File: src/verilog/otc_pkg.sv
package otc_pkg;

	// Widths
	localparam int CNT_W  = 16;
	localparam int TRIM_W = 9;
	localparam int TOL_W  = 10;
	localparam int DIV_W  = 5;
	localparam int SET_W  = 11;
	localparam int ADDR_W = 5;

	// Clock figures
	localparam longint CORE_HZ         = 20000000;
	localparam longint OSC_HZ          = 32000000;
	localparam longint OSC_DIV         = 32;
	localparam longint REF_HZ          = 32;
	localparam longint TGT_HZ          = OSC_HZ / OSC_DIV;
	localparam logic [DIV_W-1:0] DIV_LAST = DIV_W'(OSC_DIV - 1);

	// Expected count, tolerance and big-step threshold
	localparam logic [CNT_W-1:0] THEORY_Z = CNT_W'(TGT_HZ / REF_HZ);
	localparam longint BIG_STEP_HUNDREDTHS = 30;
	localparam longint TOL_DIV  = 10000;
	localparam logic [CNT_W-1:0] BIG_M = CNT_W'(TGT_HZ / REF_HZ * BIG_STEP_HUNDREDTHS / TOL_DIV);
	localparam logic [TOL_W-1:0] TOL_DEFAULT = 10'h00A;

	// Trim limits and steps
	localparam logic [TRIM_W-1:0] TRIM_FLOOR   = 9'h000;
	localparam logic [TRIM_W-1:0] TRIM_CEILING = 9'h1FF;
	localparam logic [TRIM_W-1:0] TRIM_RESET   = 9'h100;
	localparam logic [TRIM_W-1:0] STEP_SMALL   = 9'h001;
	localparam logic [TRIM_W-1:0] STEP_BIG     = 9'h005;

	// Measurement progress
	localparam int SAMPLE_ACCUMULATE_COUNT = 4;
	localparam logic [2:0] MEAS_STOPPED = 3'h0;
	localparam logic [2:0] MEAS_RUNNING = 3'h1;
	localparam logic [2:0] MEAS_DONE    = 3'(SAMPLE_ACCUMULATE_COUNT + 1);

	// Calibration state codes as software sees them
	localparam logic [2:0] CODE_WAIT    = 3'h0;
	localparam logic [2:0] CODE_START   = 3'h1;
	localparam logic [2:0] CODE_ABOVE   = 3'h2;
	localparam logic [2:0] CODE_BELOW   = 3'h3;
	localparam logic [2:0] CODE_SETTLED = 3'h4;

	// Timing
	localparam longint TRIM_SETTLE_WAIT_US = 65;
	localparam int SETTLE_CYC = int'((TRIM_SETTLE_WAIT_US * CORE_HZ + 999999) / 1000000);
	localparam longint TRIGGER_RATE_HZ = 2;
	localparam int TRIGGER_CYC = int'(CORE_HZ / TRIGGER_RATE_HZ);

	// Register map and fields
	localparam logic [ADDR_W-1:0] REG_CTRL   = 5'h00;
	localparam logic [ADDR_W-1:0] REG_TOL    = 5'h04;
	localparam logic [ADDR_W-1:0] REG_STATUS = 5'h08;
	localparam logic [ADDR_W-1:0] REG_RESULT = 5'h0C;
	localparam logic [ADDR_W-1:0] REG_TRIM   = 5'h10;
	localparam int CTRL_EN_BIT   = 0;
	localparam int CTRL_KICK_BIT = 1;
	localparam int STAT_PROG_LSB = 4;
	localparam int STAT_BUSY_BIT = 8;
	localparam int RES_Z_LSB     = 16;

	typedef enum logic [4:0] {
		ST_WAIT    = 5'h01,
		ST_START   = 5'h02,
		ST_ABOVE   = 5'h04,
		ST_BELOW   = 5'h08,
		ST_SETTLED = 5'h10
	} otc_state_type;

	typedef enum logic [4:0] {
		PH_IDLE  = 5'h01,
		PH_MEAS  = 5'h02,
		PH_CLASS = 5'h04,
		PH_STEP  = 5'h08,
		PH_WAIT  = 5'h10
	} otc_phase_type;

	typedef struct packed {
		logic             done;
		logic [CNT_W-1:0] count;
	} otc_meas_type;

endpackage

File: src/verilog/otc_sync.sv
`timescale 1ns/1ps
module otc_sync (
	input  logic clk,
	input  logic rst,
	input  logic pin,
	output logic rise
);

	logic s1;
	logic s2;
	logic s3;

	// Two-stage synchroniser, edge taken from the second stage onward
	always_ff @(posedge clk) begin
		if (rst) begin
			s1 <= 1'b0;
			s2 <= 1'b0;
			s3 <= 1'b0;
		end else begin
			s1 <= pin;
			s2 <= s1;
			s3 <= s2;
		end
	end

	assign rise = s2 && !s3;

endmodule

File: src/verilog/otc_edge_count.sv
`timescale 1ns/1ps
module otc_edge_count (
	input  logic                 clk,
	input  logic                 rst,
	input  logic                 enable,
	input  logic                 ref_rise,
	input  logic                 tgt_rise,
	output otc_pkg::otc_meas_type meas
);

	logic                      armed;
	logic [otc_pkg::CNT_W-1:0] cnt;

	// Count target edges from one reference rise to the next
	always_ff @(posedge clk) begin
		if (rst || !enable) begin
			armed <= 1'b0;
			cnt   <= '0;
			meas  <= '0;
		end else begin
			meas.done <= 1'b0;
			if (ref_rise) begin
				armed <= 1'b1;
				cnt   <= '0;
				if (armed) begin
					meas.done  <= 1'b1;
					meas.count <= cnt;
				end
			end else if (armed && tgt_rise) begin
				cnt <= cnt + 1'b1;
			end
		end
	end

	a_interval_end: assert property (@(posedge clk) disable iff (rst)
		(enable && armed && ref_rise) |=> meas.done)
		else $error("reference rise did not close the interval");

endmodule

File: src/verilog/otc_calibrator.sv
`timescale 1ns/1ps
module otc_calibrator #(
	parameter int TRIG_CYC = otc_pkg::TRIGGER_CYC
) (
	input  logic                       core_clk,
	input  logic                       rst,
	input  logic [otc_pkg::ADDR_W-1:0] avs_address,
	input  logic                       avs_read,
	input  logic                       avs_write,
	input  logic [31:0]                avs_writedata,
	output logic [31:0]                avs_readdata,
	output logic                       avs_waitrequest,
	input  logic                       ref_clk_pin,
	input  logic                       fast_internal_oscillator,
	output logic [otc_pkg::TRIM_W-1:0] oscillator_trim_value,
	output logic                       cal_settled,
	output logic                       meas_end
);

	localparam int SET_LAST = otc_pkg::SETTLE_CYC - 1;

	logic                        ref_rise;
	logic                        osc_rise;
	logic [otc_pkg::DIV_W-1:0]   div_cnt;
	logic [31:0]                 trig_cnt;
	logic                        enable;
	logic                        kick;
	logic [otc_pkg::TOL_W-1:0]   tolerance_hundredths;
	logic [2:0]                  meas_prog;
	logic [otc_pkg::CNT_W+1:0]   sum;
	logic [otc_pkg::CNT_W-1:0]   x_hold;
	logic [otc_pkg::SET_W-1:0]   wait_cnt;
	otc_pkg::otc_state_type      state;
	otc_pkg::otc_phase_type      phase;
	otc_pkg::otc_meas_type       meas;

	// Reference and oscillator pins cross into the core clock
	otc_sync u_ref_sync (
		.clk  (core_clk),
		.rst  (rst),
		.pin  (ref_clk_pin),
		.rise (ref_rise)
	);

	otc_sync u_osc_sync (
		.clk  (core_clk),
		.rst  (rst),
		.pin  (fast_internal_oscillator),
		.rise (osc_rise)
	);

	// Divide-by-32 prescaler ahead of the edge counter
	wire tgt_rise = osc_rise && (div_cnt == otc_pkg::DIV_LAST);

	always_ff @(posedge core_clk) begin
		if (rst) begin
			div_cnt <= '0;
		end else if (osc_rise) begin
			div_cnt <= div_cnt + 1'b1;
		end
	end

	// Periodic trigger timer, runs only while enabled
	wire trig_hit  = (trig_cnt == 32'(TRIG_CYC - 1));
	wire idle      = (phase == otc_pkg::PH_IDLE);
	wire start_run = idle && ((enable && trig_hit) || kick);

	always_ff @(posedge core_clk) begin
		if (rst || !enable || trig_hit) begin
			trig_cnt <= '0;
		end else begin
			trig_cnt <= trig_cnt + 1'b1;
		end
	end

	// Edge counter, enabled only while measuring
	wire cnt_en = (phase == otc_pkg::PH_MEAS);

	otc_edge_count u_cnt (
		.clk      (core_clk),
		.rst      (rst),
		.enable   (cnt_en),
		.ref_rise (ref_rise),
		.tgt_rise (tgt_rise),
		.meas     (meas)
	);

	// Progress of the five-count run
	wire meas_hit  = cnt_en && meas.done;
	wire last_meas = meas_hit && (meas_prog == otc_pkg::MEAS_DONE);
	wire first_cnt = (meas_prog == otc_pkg::MEAS_RUNNING);

	always_ff @(posedge core_clk) begin
		if (rst) begin
			meas_prog <= otc_pkg::MEAS_STOPPED;
			sum       <= '0;
		end else if (start_run) begin
			meas_prog <= otc_pkg::MEAS_RUNNING;
			sum       <= '0;
		end else if (meas_hit) begin
			if (!first_cnt) begin
				sum <= sum + {2'b00, meas.count};
			end
			if (last_meas) begin
				meas_prog <= otc_pkg::MEAS_STOPPED;
			end else begin
				meas_prog <= meas_prog + 1'b1;
			end
		end
	end

	// Average of the last four counts
	wire [otc_pkg::CNT_W-1:0] avg_x = sum[otc_pkg::CNT_W+1:2];

	// Tolerance band and big-step band around the expected count
	wire [31:0] l_prod = 32'(otc_pkg::THEORY_Z) * 32'(tolerance_hundredths);
	wire [31:0] l_quot = l_prod / 32'(otc_pkg::TOL_DIV);
	wire [otc_pkg::CNT_W:0] l_val = l_quot[otc_pkg::CNT_W:0];
	wire [otc_pkg::CNT_W:0] z_val = {1'b0, otc_pkg::THEORY_Z};
	wire [otc_pkg::CNT_W:0] m_val = {1'b0, otc_pkg::BIG_M};
	wire [otc_pkg::CNT_W:0] zpl   = z_val + l_val;
	wire [otc_pkg::CNT_W:0] zml   = z_val - l_val;
	wire [otc_pkg::CNT_W:0] zpm   = z_val + m_val;
	wire [otc_pkg::CNT_W:0] zmm   = z_val - m_val;
	wire [otc_pkg::CNT_W:0] xa    = {1'b0, avg_x};
	wire [otc_pkg::CNT_W:0] xh    = {1'b0, x_hold};

	// Classification of the new average
	wire x_over  = xa > zpl;
	wire x_under = xa < zml;

	// Step selection from the held average and the current state
	wire in_above   = (state == otc_pkg::ST_ABOVE);
	wire in_below   = (state == otc_pkg::ST_BELOW);
	wire in_settled = (state == otc_pkg::ST_SETTLED);
	wire s_down_big = (in_above || in_settled) && (xh >= zpm);
	wire s_down_sml = (in_above && xh < zpm) || (in_settled && xh < zpm && xh > zpl);
	wire s_up_big   = (in_below && xh <= zmm) || (in_settled && xh < zmm);
	wire s_up_sml   = (in_below && xh > zmm) || (in_settled && xh >= zmm && xh < zml);
	wire go_down    = s_down_big || s_down_sml;
	wire go_up      = s_up_big || s_up_sml;
	wire [otc_pkg::TRIM_W-1:0] step = (s_down_big || s_up_big) ?
		otc_pkg::STEP_BIG : otc_pkg::STEP_SMALL;

	// Clamped next trim value
	wire [otc_pkg::TRIM_W-1:0] room_up = otc_pkg::TRIM_CEILING - oscillator_trim_value;
	wire [otc_pkg::TRIM_W-1:0] room_dn = oscillator_trim_value - otc_pkg::TRIM_FLOOR;
	wire [otc_pkg::TRIM_W-1:0] trim_dn = (room_dn < step) ?
		otc_pkg::TRIM_FLOOR : oscillator_trim_value - step;
	wire [otc_pkg::TRIM_W-1:0] trim_up = (room_up < step) ?
		otc_pkg::TRIM_CEILING : oscillator_trim_value + step;
	wire [otc_pkg::TRIM_W-1:0] next_trim = go_down ? trim_dn :
		(go_up ? trim_up : oscillator_trim_value);
	wire trim_moves = (next_trim != oscillator_trim_value);

	// Run sequencer: measure, classify, step, settle
	always_ff @(posedge core_clk) begin
		if (rst) begin
			phase       <= otc_pkg::PH_IDLE;
			state       <= otc_pkg::ST_WAIT;
			x_hold      <= '0;
			cal_settled <= 1'b0;
			wait_cnt    <= '0;
		end else begin
			case (phase)
				otc_pkg::PH_IDLE: begin
					if (start_run) begin
						phase       <= otc_pkg::PH_MEAS;
						state       <= otc_pkg::ST_START;
						cal_settled <= 1'b0;
					end
				end
				otc_pkg::PH_MEAS: begin
					if (last_meas) begin
						phase <= otc_pkg::PH_CLASS;
					end
				end
				otc_pkg::PH_CLASS: begin
					x_hold <= avg_x;
					phase  <= otc_pkg::PH_STEP;
					if (x_over) begin
						state <= otc_pkg::ST_ABOVE;
					end else if (x_under) begin
						state <= otc_pkg::ST_BELOW;
					end else begin
						state       <= otc_pkg::ST_SETTLED;
						cal_settled <= 1'b1;
					end
				end
				otc_pkg::PH_STEP: begin
					wait_cnt <= '0;
					phase    <= trim_moves ? otc_pkg::PH_WAIT : otc_pkg::PH_IDLE;
				end
				otc_pkg::PH_WAIT: begin
					wait_cnt <= wait_cnt + 1'b1;
					if (wait_cnt == otc_pkg::SET_W'(SET_LAST)) begin
						phase <= otc_pkg::PH_IDLE;
					end
				end
				default: begin
					phase <= otc_pkg::PH_IDLE;
				end
			endcase
		end
	end

	// Measurement-end event, one cycle per captured count
	always_ff @(posedge core_clk) begin
		if (rst) begin
			meas_end <= 1'b0;
		end else begin
			meas_end <= meas_hit;
		end
	end

	// Bus access decode
	wire bus_req  = (avs_read || avs_write) && avs_waitrequest;
	wire wr_done  = avs_write && !avs_waitrequest;
	wire wr_ctrl  = wr_done && (avs_address == otc_pkg::REG_CTRL);
	wire wr_tol   = wr_done && (avs_address == otc_pkg::REG_TOL);
	wire wr_trim  = wr_done && (avs_address == otc_pkg::REG_TRIM) && idle;
	wire cal_step = (phase == otc_pkg::PH_STEP);

	// Trim register: calibration steps, software may load it while idle
	always_ff @(posedge core_clk) begin
		if (rst) begin
			oscillator_trim_value <= otc_pkg::TRIM_RESET;
		end else if (cal_step) begin
			oscillator_trim_value <= next_trim;
		end else if (wr_trim) begin
			oscillator_trim_value <= avs_writedata[otc_pkg::TRIM_W-1:0];
		end
	end

	// Control and tolerance registers; kick is a one-shot start
	always_ff @(posedge core_clk) begin
		if (rst) begin
			enable               <= 1'b0;
			kick                 <= 1'b0;
			tolerance_hundredths <= otc_pkg::TOL_DEFAULT;
		end else begin
			kick <= wr_ctrl && avs_writedata[otc_pkg::CTRL_KICK_BIT];
			if (wr_ctrl) begin
				enable <= avs_writedata[otc_pkg::CTRL_EN_BIT];
			end
			if (wr_tol) begin
				tolerance_hundredths <= avs_writedata[otc_pkg::TOL_W-1:0];
			end
		end
	end

	// State code as software reads it
	wire [2:0] state_code =
		(state == otc_pkg::ST_START)   ? otc_pkg::CODE_START :
		(state == otc_pkg::ST_ABOVE)   ? otc_pkg::CODE_ABOVE :
		(state == otc_pkg::ST_BELOW)   ? otc_pkg::CODE_BELOW :
		(state == otc_pkg::ST_SETTLED) ? otc_pkg::CODE_SETTLED :
		otc_pkg::CODE_WAIT;

	// Read data words
	wire [31:0] rd_ctrl = 32'({enable, 1'b0}) >> 1;
	wire [31:0] rd_tol  = 32'(tolerance_hundredths);
	wire [31:0] rd_stat = 32'(state_code) | (32'(meas_prog) << otc_pkg::STAT_PROG_LSB)
		| (32'(!idle) << otc_pkg::STAT_BUSY_BIT);
	wire [31:0] rd_res  = 32'(x_hold) | (32'(otc_pkg::THEORY_Z) << otc_pkg::RES_Z_LSB);
	wire [31:0] rd_trim = 32'(oscillator_trim_value);
	wire [31:0] rd_mux  =
		(avs_address == otc_pkg::REG_CTRL)   ? rd_ctrl :
		(avs_address == otc_pkg::REG_TOL)    ? rd_tol  :
		(avs_address == otc_pkg::REG_STATUS) ? rd_stat :
		(avs_address == otc_pkg::REG_RESULT) ? rd_res  :
		(avs_address == otc_pkg::REG_TRIM)   ? rd_trim : 32'h0000_0000;

	// Avalon slave: one wait cycle, then answer for exactly one cycle
	always_ff @(posedge core_clk) begin
		if (rst) begin
			avs_waitrequest <= 1'b1;
			avs_readdata    <= '0;
		end else if (!avs_waitrequest) begin
			avs_waitrequest <= 1'b1;
		end else if (bus_req) begin
			avs_waitrequest <= 1'b0;
			avs_readdata    <= avs_read ? rd_mux : 32'h0000_0000;
		end
	end

	a_run_start: assert property (@(posedge core_clk) disable iff (rst)
		start_run |=> (meas_prog == otc_pkg::MEAS_RUNNING) && cnt_en)
		else $error("run did not start measuring");

	a_first_dropped: assert property (@(posedge core_clk) disable iff (rst)
		(meas_hit && first_cnt) |=> (sum == $past(sum)))
		else $error("first count entered the sum");

	a_class_above: assert property (@(posedge core_clk) disable iff (rst)
		(phase == otc_pkg::PH_CLASS && x_over)
		|=> (state == otc_pkg::ST_ABOVE) && !cal_settled)
		else $error("average above band not classed above");

	a_above_big: assert property (@(posedge core_clk) disable iff (rst)
		(cal_step && in_above && xh >= zpm && oscillator_trim_value >= otc_pkg::STEP_BIG)
		|=> oscillator_trim_value == $past(oscillator_trim_value) - otc_pkg::STEP_BIG)
		else $error("above state did not step down by five");

	a_below_small: assert property (@(posedge core_clk) disable iff (rst)
		(cal_step && in_below && xh > zmm && room_up >= otc_pkg::STEP_SMALL)
		|=> oscillator_trim_value == $past(oscillator_trim_value) + otc_pkg::STEP_SMALL)
		else $error("below state did not step up by one");

	a_below_big: assert property (@(posedge core_clk) disable iff (rst)
		(cal_step && in_below && xh <= zmm && room_up >= otc_pkg::STEP_BIG)
		|=> oscillator_trim_value == $past(oscillator_trim_value) + otc_pkg::STEP_BIG)
		else $error("below state did not step up by five");

	a_settled_hold: assert property (@(posedge core_clk) disable iff (rst)
		(cal_step && in_settled && xh >= zml && xh <= zpl)
		|=> $stable(oscillator_trim_value) ##1 (phase == otc_pkg::PH_IDLE))
		else $error("trim moved inside tolerance band");

	a_settle_wait: assert property (@(posedge core_clk) disable iff (rst)
		(cal_step && trim_moves) |=> (phase == otc_pkg::PH_WAIT) && (wait_cnt == '0))
		else $error("no settle wait after trim change");

	a_wait_end: assert property (@(posedge core_clk) disable iff (rst)
		(phase == otc_pkg::PH_WAIT && wait_cnt == otc_pkg::SET_W'(SET_LAST))
		|=> idle && $stable(oscillator_trim_value))
		else $error("settle wait did not end on time");

	a_count_stop: assert property (@(posedge core_clk) disable iff (rst)
		!cnt_en |=> !meas.done)
		else $error("counting outside a run");

	a_meas_event: assert property (@(posedge core_clk) disable iff (rst)
		meas_hit |=> meas_end ##1 !meas_end)
		else $error("measurement-end event missing");

endmodule

File: config.mk
export PLATFORM = sky130hd
export DESIGN_NAME = otc_calibrator
export DESIGN_NICKNAME = d
export VERILOG_FILES = /design/src/verilog/otc_pkg.sv /design/src/verilog/otc_sync.sv /design/src/verilog/otc_edge_count.sv /design/src/verilog/otc_calibrator.sv
export SDC_FILE = /design/constraint.sdc
export NUM_CORES = 1
export LEC_CHECK = 0
export ABC_AREA = 0
export BUFFER_PORTS_ARGS = -buffer_cell sky130_fd_sc_hd__buf_2
export CAP_MARGIN = 0
export CELL_PAD_IN_SITES_DETAIL_PLACEMENT = 0
export CELL_PAD_IN_SITES_GLOBAL_PLACEMENT = 1
export CORE_ASPECT_RATIO = 1.1
export CORE_MARGIN = 5
export CORE_UTILIZATION = 40
export CTS_CLUSTER_DIAMETER = 30
export DETAILED_ROUTE_END_ITERATION = 16
export MAX_ROUTING_LAYER = met4
export PLACE_DENSITY = 0.8
export SETUP_SLACK_MARGIN = 0.5
export SYNTH_ARGS = -nofsm -noshare
export SYNTH_HDL_FRONTEND = slang
export SYNTH_SLANG_ARGS = --single-unit
File: constraint.sdc
create_clock -name core_clk -period 14.67 [get_ports core_clk]
set_input_delay 4.401 -clock core_clk [delete_from_list [all_inputs] [get_ports core_clk]]
set_output_delay 4.401 -clock core_clk [all_outputs]
set_load 0.005 [all_outputs]
# Word-level counts from Yosys, hierarchy flattened
# Cells that the tools add are included.
word_totals:
  inputBits: 43
  word_cells: 173
  output_inout_bits: 44
  register_bits: 191
classes:
  order_cmp: 12
  bitwise: 5
  div: 1
  reduce_logical: 57
  add_sub_neg: 11
  n_mux: 35
  n_eq_ne: 24
  n_mul: 1
op_table:
  columns: ["operator", "n"]
  rows:
  - ["2-to-1 mux 31 bit", 5]
  - ["2-to-1 mux 9 bit", 7]
  - ["greater-than comparator 16 x 17 -> 1 bit", 2]
  - ["less-than comparator 16 x 17 -> 1 bit", 2]
  - ["adder 32 x 1 -> 32 bit (second input constant)", 1]
  - ["divider 25 x 14 -> 32 bit (second input constant)", 1]
  - ["== test 32 x 24 -> 1 bit (second input constant)", 1]
  - [">= comparator 16 x 15 -> 1 bit (second input constant)", 2]
  - ["less-than comparator 16 x 15 -> 1 bit (second input constant)", 2]
  - ["2-to-1 mux 5 bit", 6]
  - ["one-hot mux 5 bit (5 select lines)", 1]
  - ["logical AND 1 bit", 24]
  - ["multiplier 14 x 10 -> 24 bit (first input constant)", 1]
  - ["one-hot mux 11 bit (2 select lines)", 1]
  - ["== test 5 x 4 -> 1 bit (second input constant)", 4]
  - ["== test 5 bit (second input constant)", 4]
  - ["adder 18 x 16 -> 18 bit", 1]
  - ["less-than comparator 9 x 3 -> 1 bit", 2]
  - ["2-to-1 mux 3 bit", 6]
  - ["adder 15 x 17 -> 17 bit (first input constant)", 1]
  - ["2-to-1 mux 17 bit", 1]
  - ["subtractor 15 x 17 -> 17 bit (first input constant)", 1]
  - ["adder 16 x 1 -> 16 bit (second input constant)", 1]
  - ["greater-than comparator 16 x 15 -> 1 bit (second input constant)", 1]
  - ["other kinds (30)", 68]

# Depth between registers and ports, before layout
logic_depth:
  ltp_word: 12
  depth_mapped: 84
  ltp_nobuf: 76

# By module
# A second synthesis with hierarchy kept.
unflattened:
  cells_unflattened: 2302
  hier_area_um2: 17810.8
by_module_without_submodules:
  columns: ["mod", "area_per_inst_um2", "cells_per_inst", "seq_area_each_um2", "instances"]
  rows:
  - ["otc_calibrator", 16281.9, 2125, 2722.6, 1]
  - ["otc_edge_count", 1353.8, 163, 680.7, 1]
  - ["otc_sync", 87.6, 7, 60.1, 2]

# Worst setup path before layout
# No wires, ideal clock.
synth_timing:
  path_kind: "reg-to-reg"
  startpoint: "register tolerance_hundredths[3] (netlist name)"
  endpoint: "register phase[0]"
  path_slack_ns: -1.568
  path_stages_with_launch: 82
  arrival_time_ns: 16.116
  path_buffers: 5
  period_less_slack_ns: 16.238
  required_time_ns: 14.547
  setup_ns: 0.123
  cell_sequence: "dfxtp_1 > inv_1 > fa_1 > inv_1 > ha_1 > fa_1 > inv_1 > fa_1 > fa_1 > inv_1 > ha_1 > buf_6 > a21oi_1 > a21oi_1 > or4b_1 > mux2i_1 > nor3_2 > a311o_1 > (+46 left out) > nand2b_1 > a21oi_1 > nor2b_1 > o21ai_0 > nand2b_1 > a21oi_1 > o21ai_0 > nand2_1 > a21boi_0 > o21ai_0 > and2_1 > clkbuf_1 > nor3b_1 > nand2_1 > a21oi_1 > o21ai_0 > nand4_1 > nand3b_1"
synth_between:
  elab_chain_len: 12
  word_cells_on_any_way: 17
  cone_classes: "2 x add/sub; 1 x mul; 1 x div; 2 x order compare; 1 x eq/ne; 4 x mux; 6 x reduce/logical"
synth_lines:
  columns: ["element", "line_no", "rtl"]
  rows:
  - ["start: declaration", "otc_calibrator.sv:28", "logic [otc_pkg::TOL_W-1:0] tolerance_hundredths;"]
  - ["start signal: assignment", "otc_calibrator.sv:240", "tolerance_hundredths <= otc_pkg::TOL_DEFAULT;"]
  - ["start signal: assignment", "otc_calibrator.sv:247", "tolerance_hundredths <= avs_writedata[otc_pkg::TOL_W-1:0];"]
  - ["multiplier 14 x 10 -> 24 bit (*)", "otc_calibrator.sv:116", "wire [31:0] l_prod = 32'(otc_pkg::THEORY_Z) * 32'(tolerance_hundredths);"]
  - ["divider 25 x 14 -> 32 bit (*)", "otc_calibrator.sv:117", "wire [31:0] l_quot = l_prod / 32'(otc_pkg::TOL_DIV);"]
  - ["subtractor 15 x 17 -> 17 bit", "otc_calibrator.sv:122", "wire [otc_pkg::CNT_W:0] zml = z_val - l_val;"]
  - ["less-than comparator 16 x 17 -> 1 bit", "otc_calibrator.sv:139", "wire s_up_sml = (in_below && xh > zmm) || (in_settled && xh >= zmm && xh < zml);"]
  - ["logical AND 1 bit", "otc_calibrator.sv:139", null]
  - ["logical OR 1 bit", "otc_calibrator.sv:139", null]
  - ["logical OR 1 bit", "otc_calibrator.sv:141", "wire go_up = s_up_big || s_up_sml;"]
  - ["2-to-1 mux 9 bit", "otc_calibrator.sv:153", "(go_up ? trim_up : oscillator_trim_value);"]
  - ["2-to-1 mux 9 bit (*)", "otc_calibrator.sv:152", "wire [otc_pkg::TRIM_W-1:0] next_trim = go_down ? trim_dn :"]
  - ["!= test 9 bit (*)", "otc_calibrator.sv:154", "wire trim_moves = (next_trim != oscillator_trim_value);"]
  - ["2-to-1 mux 5 bit (*)", "otc_calibrator.sv:192", "phase <= trim_moves ? otc_pkg::PH_WAIT : otc_pkg::PH_IDLE;"]
  - ["one-hot mux 5 bit (5 select lines) (*)", "otc_calibrator.sv:165", "case (phase)"]
  - ["end signal: assignment", "otc_calibrator.sv:159", "phase <= otc_pkg::PH_IDLE;"]
  - ["end signal: assignment", "otc_calibrator.sv:168", "phase <= otc_pkg::PH_MEAS;"]
  - ["end signal: assignment", "otc_calibrator.sv:192", null]
  - ["end: declaration", "otc_calibrator.sv:34", "otc_pkg::otc_phase_type phase;"]
# Every way passes the cells marked *; elsewhere a longest branch is shown, timed or not.
# A chain may end at the register's enable or synchronous reset.

# Worst setup path in the final report
layout_timing:
  startpoint: "register tolerance_hundredths[1] (netlist name)"
  endpoint: "register oscillator_trim_value[1] (netlist name)"
layout_between:
  elab_chain_len: 10
  word_cells_on_any_way: 15
  cone_classes: "2 x add/sub; 1 x mul; 1 x div; 2 x order compare; 3 x mux; 6 x reduce/logical"
layout_lines:
  columns: ["element", "line_no", "rtl"]
  rows:
  - ["multiplier 14 x 10 -> 24 bit (*)", "otc_calibrator.sv:116", null]
  - ["divider 25 x 14 -> 32 bit (*)", "otc_calibrator.sv:117", null]
  - ["subtractor 15 x 17 -> 17 bit", "otc_calibrator.sv:122", null]
  - ["less-than comparator 16 x 17 -> 1 bit", "otc_calibrator.sv:139", null]
  - ["logical AND 1 bit", "otc_calibrator.sv:139", null]
  - ["logical OR 1 bit", "otc_calibrator.sv:139", null]
  - ["logical OR 1 bit", "otc_calibrator.sv:141", null]
  - ["2-to-1 mux 9 bit", "otc_calibrator.sv:153", null]
  - ["2-to-1 mux 9 bit (*)", "otc_calibrator.sv:152", null]
  - ["2-to-1 mux 9 bit (*)", "otc_calibrator.sv:228", "end else if (cal_step) begin"]
  - ["end signal: assignment", "otc_calibrator.sv:227", "oscillator_trim_value <= otc_pkg::TRIM_RESET;"]
  - ["end signal: assignment", "otc_calibrator.sv:229", "oscillator_trim_value <= next_trim;"]
  - ["end signal: assignment", "otc_calibrator.sv:231", "oscillator_trim_value <= avs_writedata[otc_pkg::TRIM_W-1:0];"]
  - ["end: declaration", "otc_calibrator.sv:15", "output logic [otc_pkg::TRIM_W-1:0] oscillator_trim_value,"]
# Marked as above.

==> out/summary.txt <==
outcome: complete, but fails checks
failing checks: setup timing
Initial Util: 0.403
largest net degree at the start of global routing: 61
ys flop type: dfxtp_1
RSZ-0062 raised after global routing: true
Cells after Synth: 2,254
vias: 18,500
highest clock rate: 63.2 MHz
FFs w/ async S/R, synth: 0
clock root buffer: clkbuf_16
post-synthesis register bit count: 176
number of H-tree levels: 4
Slew Limit Fails: 0
port bufs: 55
vias in the first global route: 18,400
setup TNS: -15.56 ns
Final ANT Viol Nets: 0
Layout area overhead: 40.1%
first-pass GRT wire length: 86,400 um
P per Cell Area: 80.3 mW/mm^2
Clk pwr share: 0.235
DRT Pass-1 Iters: 5
Slowest-stage cell, CP: fa_1
final WL: 52,700 um
Worst Skew: 0.0149 ns
sequential power share: 0.245
WP data required: 14.99 ns
# fillers: 3,996
Clock Sinks: 176
synth warn: 0
worst-case vdd ir drop: 96.0 uV
Comb power frac: 0.520
clock-pin slew on the worst setup and hold paths: 0.07 ns
I/O pin cnt: 87
core area: 0.0432 sq mm
Synth area leader: dfxtp_1
highest-count cells in the layout ignoring fill and taps: buf_4, nor2_1, nand2_1
leading cell type in the layout, fill and taps excluded: buf_4
HP Class: flip-flop to flip-flop
final-report setup violation count: 15
CTS Buf Count: 17
ratio of cells with drive above 1 in the final layout: 0.338
Final nets: 2,995
Util after Layout: 0.564
internal power: 1.28 mW
Syn Area/Cell: 7.73 sq um
Hold Fails Final Rpt: 0
reg2reg setup slack: -1.15 ns
number of max-cap violations: 0
drt wl/cell: 15.7 um
Yosys cell types: 132
EDFF count, synth: 0
CP startpoint kind: flip-flop
RePlAce Congestion: 0.893
ant diodes: 0
Period minus WS final: 15.82 ns
Worst Path Arrival: 16.14 ns
Net Sw Frac: 0.349
GR Overflow Total: 0
via-per-instance ratio: 5.50
R2R depth: 78
First DRT Iteration DRCs: 975
Final WS setup: -1.15 ns
Setup CP Type: flip-flop to flip-flop
Die Area: 0.0478 sq mm
initial antenna violation count: 1
Row Count: 80
slew margin rel.: 0.201
die height: 229 um
worst skew pair latency: 0.47 ns
worst hold stages: 1
mapped cell area: 0.0174 sq mm
Max Root-Sink Buffers: 2
Yosys top cell area share: 0.202
All-Layer GR Usage: 0.216
Die X: 209 um
Worst Max-Slew Pin Slew: 1.19 ns
Synth area leaders: dfxtp_1, ha_1, a21oi_1
switching power: 684 uW
crit path max fanout: 9
CP peak stage delay: 0.54 ns
sequential-to-total area share from yosys stat: 0.202
TritonCTS clock tree: built
critical path endpoint category: flip-flop
DRC violations left: 0
period utilization: 1.08
most frequent CP cell: buf_6
Lkg Pwr: 10.2 nW
DP Wirelength: 40,200 um
## cell type report
cell class	count	area (sq um)	share of cell area
clock buffers	18	439	0.0180
well taps	574	718	0.0294
repair buffers	597	4530	0.186
flip-flops and latches	176	3530	0.145
multi-input cells	1882	14600	0.599
clock inverters	14	168	0.00687
inverters	101	384	0.0157
## power by group through the flow
stage / sequential, mW / clock [mW] / combinational [mW]
after floorplan: 0.491 / 0 / 0.423
after global placement: 0.491 / 0 / 0.742
after detailed placement: 0.491 / 0 / 0.764
after CTS: 0.480 / 0.474 / 0.884
after global routing: 0.480 / 0.494 / 1.10
final: 0.480 / 0.460 / 1.02
## cells by family (layout without fill, tap and decap cells)
family / after synthesis / in the layout / synth area share
adders and majority gates: 188 / 188 / 0.145
muxes: 32 / 32 / 0.0203
and+or+nand+nor: 858 / 858 / 0.243
xor gates and xnor gates: 147 / 147 / 0.0752
buffers and inverters: 204 / 730 / 0.0505
other: 1 / 9 / 0.000215
DFF: 176 / 176 / 0.202
AOI/OAI and AO/OA: 648 / 648 / 0.264
## synth_stat cells, types with 20 or more instances
master    instances
ha_1            151
a21o_1           30
dfxtp_1         176
nand2_1         221
xnor2_1          98
xor2_1           46
nand4_1          24
nor4_1           27
nand3_1          82
inv_1           100
nand2b_1         26
clkbuf_1         64
a22oi_1          20
a21oi_1         192
and3_1           33
nor2b_1          33
buf_4            21
a31oi_1          32
o21ai_1          24
and2_1           25
nor2_1          237
nor3_1           49
fa_1             26
o21ai_0          79
mux2i_1          20
## critical path, delay by kind of cell, from the launching register on
family | cells | cell delay [ns]
AO/OA/AOI/OAI | 30 | 5.96
adder cells (fa/ha/maj) | 11 | 3.63
buffers and inverters | 21 | 2.63
flip-flops | 1 | 0.36
multiplexers | 3 | 0.91
AND/OR/NAND/NOR | 13 | 2.13
## stage by stage
stage / instances / hold WS [ns] / setup WS (ns) / instance area (sq um) / power (mW)
after global routing: 3362 / 0.474 / -1.79 / 24400 / 2.08
final: 3362 / 0.456 / -1.15 / 24400 / 1.96
after CTS: 3334 / 0.455 / -0.999 / 23500 / 1.84
after detailed placement: 3268 / 0.432 / -1.71 / 21800 / 1.26
after global placement: 3268 / 0.417 / -1.49 / 21800 / 1.23
after floorplan: 2262 / 0.414 / -0.859 / 17700 / 0.913
## registers in the layout, summed over array words and instances, names as in the netlist, 3 cells and up
name / count
oscillator_trim_value: 9
tolerance_hundredths: 10
wait_cnt: 11
x_hold: 16
state: 5
phase: 5
u_cnt.meas: 17
trig_cnt: 32
meas_prog: 3
avs_readdata: 17
sum: 18
u_cnt.cnt: 16
div_cnt: 5
## layer usage
metal	routed length, um	global-route usage	part of all wire	vias to the layer above
met5	0	-	0	-
met4	1400	0.0695	0.027	0
met3	1390	0.0209	0.026	101
met2	27200	0.389	0.52	313
met1	22700	0.253	0.43	8787
li1	-	-	-	9293
## worst paths after layout
path,start,to
worst max-delay path,tolerance_hundredths[1]$_SDFFE_PP1P_,oscillator_trim_value[1]$_SDFFE_PP0P_
worst min-delay path,u_ref_sync.s1$_SDFF_PP0_,u_ref_sync.s2$_SDFF_PP0_
worst max register to register,tolerance_hundredths[1]$_SDFFE_PP1P_,oscillator_trim_value[1]$_SDFFE_PP0P_
worst min register to register,u_ref_sync.s1$_SDFF_PP0_,u_ref_sync.s2$_SDFF_PP0_
## what timing repair did
| action | in CTS | in global routing |
|---|---|---|
| endpoints found under the setup margin | 15 | 15 |
| pin swaps | 99 | 90 |
| hold buffers | 0 | 0 |
| resized for setup | 168 | 120 |
| gates cloned | 0 | 0 |
| buffers inserted | 34 | 28 |
Power figures use the tool's default switching activity.
